**config.mk**
```make
export PLATFORM = sky130hd
export DESIGN_NAME = rcd_reset_cause_dispatcher
export DESIGN_NICKNAME = d
export VERILOG_FILES = /design/src/rcd_reset_cause_dispatcher.v
export VERILOG_INCLUDE_DIRS = /design/src /design/src/shared
export SDC_FILE = /design/constraint.sdc
export NUM_CORES = 1
export LEC_CHECK = 0
export ABC_AREA = 1
export BUFFER_PORTS_ARGS = -buffer_cell sky130_fd_sc_hd__buf_2
export CAP_MARGIN = 20
export CORE_MARGIN = 1.5
export CORE_UTILIZATION = 55
export CTS_CLUSTER_SIZE = 12
export DETAILED_ROUTE_END_ITERATION = 6
export PLACE_DENSITY = 0.73
export RECOVER_POWER = 100
export SLEW_MARGIN = 20
export SYNTH_ARGS = -nofsm -noshare
export SYNTH_HDL_FRONTEND = slang
export SYNTH_SLANG_ARGS = --single-unit
```
**constraint.sdc**
```tcl
create_clock -name clk_sys -period 4.79 [get_ports clk_sys]
set_clock_uncertainty 0.1 [all_clocks]
set_input_delay 0.2395 -clock clk_sys [delete_from_list [all_inputs] [get_ports clk_sys]]
set_output_delay 0.2395 -clock clk_sys [all_outputs]
set_load 0.05 [all_outputs]
```
**src/shared/rcd_defs.vh**
```
`ifndef RCD_DEFS_VH
`define RCD_DEFS_VH
// reset types reported on the dispatch outputs
`define RCD_TYPE_NONE      3'h0
`define RCD_TYPE_HOST      3'h1
`define RCD_TYPE_HOST_PC   3'h2
`define RCD_TYPE_GLOBAL    3'h3
`define RCD_TYPE_S5        3'h4
// platform reset entry timeout, in seconds, and its cycle count at 40 MHz
`define RCD_CLK_HZ         40000000
`define RCD_PLT_TMO_S      4
`define RCD_PLT_TMO_CYC    (`RCD_PLT_TMO_S * `RCD_CLK_HZ)
// wait for the processor acknowledge, default cycles
`define RCD_ACK_TMO_CYC    4000
// reset assertion time for a host reset, default cycles
`define RCD_HOLD_CYC       64
// power-off period of a power cycle, default cycles
`define RCD_PCYC_CYC       4000
`endif

```
**src/rcd_reset_cause_dispatcher.v**
```verilog
`timescale 1ns/10ps
`include "rcd_defs.vh"
module rcd_reset_cause_dispatcher #(
  parameter PLT_TMO_CYC = `RCD_PLT_TMO_CYC,
  parameter ACK_TMO_CYC = `RCD_ACK_TMO_CYC,
  parameter HOLD_CYC    = `RCD_HOLD_CYC,
  parameter PCYC_CYC    = `RCD_PCYC_CYC
) (
  input  wire       clk_sys,
  input  wire       srst,
  input  wire       clk_en,
  input  wire       mc_host_reset_req,
  input  wire       mc_host_reset_pc_req,
  input  wire       mc_host_reset_pd_req,
  input  wire       mc_global_reset_req,
  input  wire       mc_pwrbtn_override,
  input  wire       mc_watchdog_timeout,
  input  wire       mc_hw_uncorr_error,
  input  wire       pm_watchdog_expired,
  input  wire       system_watchdog_second_zero,
  input  wire       processor_power_good_stuck_low,
  input  wire       plt_seq_start,
  input  wire       plt_seq_done,
  input  wire       sleep_s3_s5,
  input  wire       sleep_sw_entered,
  input  wire       wake_event,
  input  wire       deep_sleep_enable,
  input  wire       deep_sleep_cond_met,
  input  wire       reset_ack,
  output reg        reset_warn,
  output reg        platform_reset_out_n,
  output reg        host_power_on,
  output reg        global_reset,
  output reg        in_s5,
  output reg        deep_sleep_state,
  output reg  [2:0] reset_type
);

  localparam [6:0] ST_IDLE = 7'h01;
  localparam [6:0] ST_WARN = 7'h02;
  localparam [6:0] ST_HOLD = 7'h04;
  localparam [6:0] ST_PCYC = 7'h08;
  localparam [6:0] ST_WAKE = 7'h10;
  localparam [6:0] ST_S5   = 7'h20;
  localparam [6:0] ST_GLOB = 7'h40;

  reg [6:0]  state;
  reg [31:0] cnt;
  reg [31:0] plt_cnt;
  reg        plt_busy;
  reg        pd_pending;   // host stays off after the power cycle

  // trigger classes
  wire trig_s5;
  wire trig_glob;
  wire plt_timeout;
  assign plt_timeout = plt_busy && (plt_cnt >= PLT_TMO_CYC - 1);
  assign trig_s5 = mc_pwrbtn_override | mc_watchdog_timeout | pm_watchdog_expired
                 | mc_hw_uncorr_error;
  assign trig_glob = mc_global_reset_req | plt_timeout | processor_power_good_stuck_low;
  wire trig_pc;
  assign trig_pc = mc_host_reset_pc_req | mc_host_reset_pd_req;
  // drop host reset without power cycle in sleep
  wire trig_host;
  assign trig_host = (mc_host_reset_req | system_watchdog_second_zero) & ~sleep_s3_s5;

  // platform reset entry watchdog; restarts on each start unless completion or timeout falls in the same cycle, clears on completion
  always @(posedge clk_sys)
  begin
    if (srst)
    begin
      plt_busy <= 1'b0;
      plt_cnt  <= 32'h0000_0000;
    end
    else if (clk_en)
    begin
      if (plt_seq_done || plt_timeout)
        plt_busy <= 1'b0;
      else if (plt_seq_start)
      begin
        plt_busy <= 1'b1;
        plt_cnt  <= 32'h0000_0000;
      end
      else if (plt_busy)
        plt_cnt <= plt_cnt + 32'h0000_0001;
    end
  end

  // dispatcher; S5 and global triggers preempt lower ones in any state
  always @(posedge clk_sys)
  begin
    if (srst)
    begin
      state                <= ST_IDLE;
      cnt                  <= 32'h0000_0000;
      pd_pending           <= 1'b0;
      reset_warn           <= 1'b0;
      platform_reset_out_n <= 1'b1;
      host_power_on        <= 1'b1;
      global_reset         <= 1'b0;
      in_s5                <= 1'b0;
      deep_sleep_state     <= 1'b0;
      reset_type           <= `RCD_TYPE_NONE;
    end
    else if (clk_en)
    begin
      if (trig_s5 && state != ST_S5)
      begin
        // enter S5, power off, stay there
        state                <= ST_S5;
        reset_type           <= `RCD_TYPE_S5;
        reset_warn           <= 1'b0;
        platform_reset_out_n <= 1'b0;
        host_power_on        <= 1'b0;
        global_reset         <= 1'b0;
        in_s5                <= 1'b1;
      end
      else if (trig_glob && state != ST_S5 && state != ST_GLOB)
      begin
        state                <= ST_GLOB;
        cnt                  <= 32'h0000_0000;
        reset_type           <= `RCD_TYPE_GLOBAL;
        reset_warn           <= 1'b0;
        platform_reset_out_n <= 1'b0;
        host_power_on        <= 1'b0;
        global_reset         <= 1'b1;
      end
      else
      begin
        case (state)
          ST_IDLE:
          begin
            reset_type <= `RCD_TYPE_NONE;
            if (trig_pc && !(sleep_s3_s5 && !sleep_sw_entered))
            begin
              pd_pending <= mc_host_reset_pd_req;
              reset_type <= `RCD_TYPE_HOST_PC;
              cnt        <= 32'h0000_0000;
              if (sleep_s3_s5)
              begin
                state                <= ST_HOLD;
                platform_reset_out_n <= 1'b0;
              end
              else
              begin
                state      <= ST_WARN;
                reset_warn <= 1'b1;
              end
            end
            else if (trig_host)
            begin
              pd_pending <= 1'b0;
              reset_type <= `RCD_TYPE_HOST;
              cnt        <= 32'h0000_0000;
              state      <= ST_WARN;
              reset_warn <= 1'b1;
            end
          end
          ST_WARN:
          begin
            cnt <= cnt + 32'h0000_0001;
            // acknowledge lets the host reset go ahead
            if (reset_ack)
            begin
              reset_warn           <= 1'b0;
              platform_reset_out_n <= 1'b0;
              cnt                  <= 32'h0000_0000;
              state                <= ST_HOLD;
            end
            else if (cnt >= ACK_TMO_CYC - 1)
            begin
              reset_warn           <= 1'b0;
              platform_reset_out_n <= 1'b0;
              host_power_on        <= 1'b0;
              global_reset         <= 1'b1;
              reset_type           <= `RCD_TYPE_GLOBAL;
              cnt                  <= 32'h0000_0000;
              state                <= ST_GLOB;
            end
          end
          ST_HOLD:
          begin
            cnt <= cnt + 32'h0000_0001;
            if (cnt >= HOLD_CYC - 1)
            begin
              cnt <= 32'h0000_0000;
              if (reset_type == `RCD_TYPE_HOST_PC)
              begin
                host_power_on <= 1'b0;
                state         <= ST_PCYC;
              end
              else
              begin
                // host reset without power cycle ends here
                platform_reset_out_n <= 1'b1;
                state                <= ST_IDLE;
              end
            end
          end
          ST_PCYC:
          begin
            cnt <= cnt + 32'h0000_0001;
            if (cnt >= PCYC_CYC - 1)
            begin
              // power down variant keeps host off
              if (pd_pending)
                state <= ST_WAKE;
              else
              begin
                host_power_on        <= 1'b1;
                platform_reset_out_n <= 1'b1;
                state                <= ST_IDLE;
              end
            end
          end
          ST_WAKE:
          begin
            // finish only on an enabled wake
            if (wake_event)
            begin
              pd_pending           <= 1'b0;
              host_power_on        <= 1'b1;
              platform_reset_out_n <= 1'b1;
              state                <= ST_IDLE;
            end
          end
          ST_GLOB:
          begin
            cnt <= cnt + 32'h0000_0001;
            // power returns after the power-cycle period
            if (cnt >= PCYC_CYC - 1)
            begin
              global_reset         <= 1'b0;
              host_power_on        <= 1'b1;
              platform_reset_out_n <= 1'b1;
              state                <= ST_IDLE;
            end
          end
          ST_S5:
          begin
            // deep sleep when enabled and allowed
            deep_sleep_state <= deep_sleep_enable & deep_sleep_cond_met;
            if (wake_event)
            begin
              in_s5                <= 1'b0;
              deep_sleep_state     <= 1'b0;
              host_power_on        <= 1'b1;
              platform_reset_out_n <= 1'b1;
              state                <= ST_IDLE;
            end
          end
          default:
            state <= ST_IDLE;
        endcase
      end
    end
  end

endmodule // rcd_reset_cause_dispatcher

```
# [Word-level counts from Yosys, hierarchy flattened]
# Cells that the tools add are included.
[op_classes] addsub=2 order_cmp=3 eq_ne=28 mux=69 bitwise=13 n_reduce_logical=33
[ops] op="32-bit two-way mux" n=8
[ops] op="32-bit one-hot mux with 4 select lines" n=1
[ops] op="7-bit two-way mux" n=10
[ops] op="32-bit by 1-bit adder with 32-bit output, second input constant" n=2
[ops] op="4-bit != test, second input constant" n=11
[ops] op="7-bit one-hot mux with 6 select lines" n=1
[ops] op="1-bit two-way mux" n=35
[ops] op="32-bit by 12-bit greater-or-equal comparator with 1-bit output, second input constant" n=1
[ops] op="32-bit by 28-bit greater-or-equal comparator with 1-bit output, second input constant" n=1
[ops] op="32-bit by 6-bit greater-or-equal comparator with 1-bit output, second input constant" n=1
[ops] op="4-bit AND reduction" n=4
[ops] op="3-bit two-way mux" n=5
[ops] op="5-bit != test, second input constant" n=3
[ops] op="11-bit AND reduction" n=1
[ops] op="10-bit AND reduction" n=1
[ops] op="5-bit AND reduction" n=2
[ops] op="2-bit nonzero test" n=5
[ops] op="4-bit nonzero test" n=2
[ops] op="8-bit nonzero test" n=1
[ops] op="7-bit by 1-bit == test with 1-bit output, second input constant" n=1
[ops] op="7-bit by 2-bit == test with 1-bit output, second input constant" n=1
[ops] op="7-bit by 3-bit == test with 1-bit output, second input constant" n=1
[ops] op="7-bit by 4-bit == test with 1-bit output, second input constant" n=1
[ops] op="7-bit by 5-bit == test with 1-bit output, second input constant" n=1
[ops] op="28 further kinds" n=48
[word_totals] ff_bits=82 in_bits=21 output_inout_bits=9

# [Longest topological paths before layout]
[depth] depth_word=8 ltp_mapped=18 depth_no_buf=17

# [Worst setup path before layout]
# OpenSTA, ideal clock, no wires.
[synth_path] kind="register -> register" start="reg cnt[0]" end="reg state[5]" setup_ps=113 arrival_ps=1841 t_required_ps=4577 slack_ps=2736 path_stages_with_launch=13 cell_sequence="dfxtp_1 > ha_1 > nand2_1 > o21ai_0 > a31oi_1 > nand2_1 > inv_1 > a21oi_1 > nand3_1 > nor2_4 > nand2_1 > nand2_1 > nor2_1"
[synth_between] elab_chain_len=3
[synth_rtl] item="start, declared" line_no="rcd_reset_cause_dispatcher.v:48" source="reg [31:0] cnt;"
[synth_rtl] item="start signal, assigned" line_no="rcd_reset_cause_dispatcher.v:161" source="cnt <= cnt + 32'h0000_0001;"
[synth_rtl] item="start signal, assigned" line_no="rcd_reset_cause_dispatcher.v:183" source="cnt <= cnt + 32'h0000_0001;"
[synth_rtl] item="start signal, assigned" line_no="rcd_reset_cause_dispatcher.v:202" source="cnt <= cnt + 32'h0000_0001;"
[synth_rtl] item="32-bit by 12-bit greater-or-equal comparator with 1-bit output / 32-bit by 6-bit greater-or-equal comparator with 1-bit output (equally long branches)"
[synth_rtl] item="5-bit != test (no source line) / 4-bit != test (equally long branches)"
[synth_rtl] item="7-bit AND reduction (no source line) (*)"
[synth_rtl] item="end signal, assigned" line_no="rcd_reset_cause_dispatcher.v:168" source="state <= ST_HOLD;"
[synth_rtl] item="end signal, assigned" line_no="rcd_reset_cause_dispatcher.v:207" source="state <= ST_WAKE;"
[synth_rtl] item="end signal, assigned" line_no="rcd_reset_cause_dispatcher.v:236" source="state <= ST_IDLE;"
[synth_rtl] item="end, declared" line_no="rcd_reset_cause_dispatcher.v:47" source="reg [6:0] state;"
# Every way passes the cells marked *; elsewhere a longest branch is shown, timed or not.
# A chain may end at the register's enable or synchronous reset.

# [Worst setup path after layout]
[layout_path] start="reg plt_cnt[0]" end="reg plt_cnt[17]"
[layout_between] elab_chain_len=5
[layout_rtl] item="start, declared" line_no="rcd_reset_cause_dispatcher.v:49" source="reg [31:0] plt_cnt;"
[layout_rtl] item="start signal, assigned" line_no="rcd_reset_cause_dispatcher.v:85" source="plt_cnt <= plt_cnt + 32'h0000_0001;"
[layout_rtl] item="32-bit by 28-bit greater-or-equal comparator with 1-bit output" line_no="rcd_reset_cause_dispatcher.v:57" source="assign plt_timeout = plt_busy && (plt_cnt >= PLT_TMO_CYC - 1);"
[layout_rtl] item="1-bit logical AND" line_no="rcd_reset_cause_dispatcher.v:57"
[layout_rtl] item="1-bit logical OR" line_no="rcd_reset_cause_dispatcher.v:77" source="if (plt_seq_done || plt_timeout)"
[layout_rtl] item="1-bit inverter (no source line)"
[layout_rtl] item="3-bit AND reduction (no source line)"
# Several ways; a longest one is shown, not always the timed one. The select of a mux whose other input is x is not followed.

==> metrics.cfg <==
[grt]
grt_pass1_wl_microns = 23700
use_met1 = 0.398
grtUsageTotal = 0.282
overflow = 0
grt_pass1_vias = 5040
use_met2 = 0.439
antenna_found_initial = 0
grt.busiest_layer = met2
gr-usage-met3 = 0.0491
grt_max_degree = 51

[timing]
holdWs_ns = 0.0495
setup_viol = 0
finalMaxSlewViolations = 0
fmax_mhz = 293
rsz0062_at_grt = no
final_hold_viol_count = 0
worst_slew_pin_slew_ns = 0.997
fin_crit_ns = 3.42
fin_crit_sh = 0.713
tns_ns = 0
relSlewSlack = 0.335

[synthesis]
synthTopCellsByCount = nand2_1 (191), nor2_1 (161), inv_1 (91), dfxtp_1 (82), nand3_1 (57)
synth_mux_area_frac = 0
synthSimpleGateAreaFrac = 0.434
yosys-top-cells-area = dfxtp_1 (30%), nand2_1 (13%), nor2_1 (11%)
synth_edf_count = 0
synth_compound_area_frac = 0.122
synth-async-reset-ratio = 0
synth_nets = 911
synth_warnings = 0
yosys.area.top_type = dfxtp_1
yosysTopAreaCellShare = 0.296
synth_xor_area_frac = 0.0426
post_synth.cell_area_avg_sq_um = 6.25
synthCells = 888
ys_seq_area_frac = 0.296
synthDistinctLibCells = 44
syn_area_sq_mm = 0.00555
synth.most_common_cell = nand2_1
ys_ff_latch = 82
synth-main-ff-cell = dfxtp_1
synthAdderAreaFrac = 0.00451
synth_top_family_by_area = simple AND/OR/NAND/NOR gates

[pwr]
powerDensity_mw_per_mm2 = 241
ir_drop_uv = 170
leakagePower_nw = 2.12

[worst_setup_path]
crit_path_start = plt_cnt[0]
rrSetupSlack_ns = 1.37
r2r_cells = 16
endpoint = plt_cnt[17]
worstPathRequired_ns = 4.99
arrival_ns = 3.62
path_max_fanout = 23
critPathLaunchType = flop
reg2reg_from = plt_cnt[0]
crit_type = flop to flop
reg2reg_to = plt_cnt[17]
cp-end-kind = flop

[cts]
postCtsHoldBufs = 0
ctsResizeCount = 0
cts_tree = built
cts_setup_buffers = 0
clock_sinks = 82
numCtsBuffers = 9
cts_max_path_buffers = 2
h-tree-depth = 3
path_clk_slew_ns = 0.09
clock-root-buffer = clkbuf_8
clk_latency_ns = 0.36

[drt]
vias = 5682
drt_wl_total_microns = 14400
routedWlPerCell_microns = 13.8
antenna_left = 0
detail_route.vias_per_cell = 5.45
first_pass_iters = 5
drtIter0Drc = 265
drc_errors = 0

[floorplanning]
fp.dieW_microns = 103
die_h_microns = 103
core-area_sq_mm = 0.00977
placementRows = 36
io_pins = 30
start_util = 0.567
die_area_sq_mm = 0.0107

[placement]
place_hpwl_microns = 10700
place.port_buffers = 29
place_area_sq_mm = 0.00573
gp_congestion = 0.973

[finish]
seq_area_sq_mm = 0.00164
drive_gt1_frac = 0.0825
diodes = 0
fin_nets = 927
design_area_sq_mm = 0.00579
nFillCells = 1013
multi_input_comb_area_sq_mm = 0.00322
syn_to_final_growth_pct = 4.35

[worst_hold_path]
hold_path_class = input port to flop

[flow_run]
drv_cap = 0

[run_status]
run_status = finished clean

[kinds of logic (layout without fill, tap and decap cells)]
| family | Yosys count | in the layout |
|---|---|---|
| xor+xnor | 27 | 27 |
| fa+ha+maj | 2 | 2 |
| buf+inv | 135 | 156 |
| compound gates | 115 | 115 |
| flops | 82 | 82 |
| simple gates | 527 | 527 |
[state kept, by name, indices dropped and copies added (netlist names), 3 cells and up]
register and count:
plt_cnt 32, reset_type 3, state 7, cnt 32
[metrics by stage]
step / worst slack [ns] / std cells / utilization / total power, W
after floorplan: 2.74 / 888 / - / 0.000855
after CTS: 1.39 / 1042 / 0.607 / 0.00142
after global placement: 1.53 / 1026 / 0.586 / 0.000894
after detailed placement: 1.41 / 1026 / 0.586 / 0.000898
after global routing: 0.904 / 1042 / 0.592 / 0.00146
final: 1.37 / 1042 / 0.592 / 0.00140
[area by class of cell]
class                   instances  share of cell area
multi-input cells             671               0.556
flip-flops and latches         82               0.284
inverters                     108              0.0700
well taps                     133              0.0288
repair buffers                 32              0.0264
clock buffers                  11              0.0244
clock inverters                 5              0.0106
[critical path: stages (launching register included)]
cell      delay, ns
dfxtp_1        0.37
ha_1           0.19
nand3_1        0.08
nor2_1         0.31
nand2_1        0.10
nand2_1        0.08
nand2_1        0.05
nand2_1        0.08
a21oi_1        0.10
nand2_1        0.07
clkbuf_1       0.73
inv_1          0.49
nand3_1        0.26
nor2_1         0.06
nand2_1        0.07
o21ai_0        0.08
nor2_1         0.12
[worst min-delay path by stage]
stage                   startpoint                to  cells after the start
6_report       deep_sleep_cond_met  deep_sleep_state                      3
2_1_floorplan  deep_sleep_cond_met  deep_sleep_state                      2
5_1_grt        deep_sleep_cond_met  deep_sleep_state                      3
3_5_place_dp           plt_cnt[31]       plt_cnt[31]                      2
4_1_cts        deep_sleep_cond_met  deep_sleep_state                      3
3_3_place_gp           plt_cnt[30]       plt_cnt[30]                      2
[power breakdown]
part | total, W | switching, W | leakage, nW | internal [W]
registers | 0.000709 | 0.0000129 | 0.665 | 0.000696
logic | 0.000168 | 0.000126 | 1.37 | 0.0000421
clock network | 0.000520 | 0.000263 | 0.0922 | 0.000257
total | 0.00140 | 0.000402 | 2.12 | 0.000995
[cells in the final DEF, fill, tap and decap left out, types with 4 or more instances in the layout]
master	instances
nand2_1	194
nor2_1	166
inv_1	91
dfxtp_1	82
nand3_1	72
a21oi_1	43
o21ai_0	41
nor3_1	41
nand4_1	28
xor2_1	20
buf_2	20
a21oi_2	15
inv_2	14
nor4_1	12
clkbuf_1	11
clkbuf_8	10
xnor2_1	7
o211ai_1	4
[metal layers]
layer	vias to the layer above	part of all wire
li1	2926	-
met1	2537	0.48
met2	199	0.44
met3	20	0.065
met4	0	0.019
met5	-	0
Note: power is estimated with default switching activity, not from simulation.
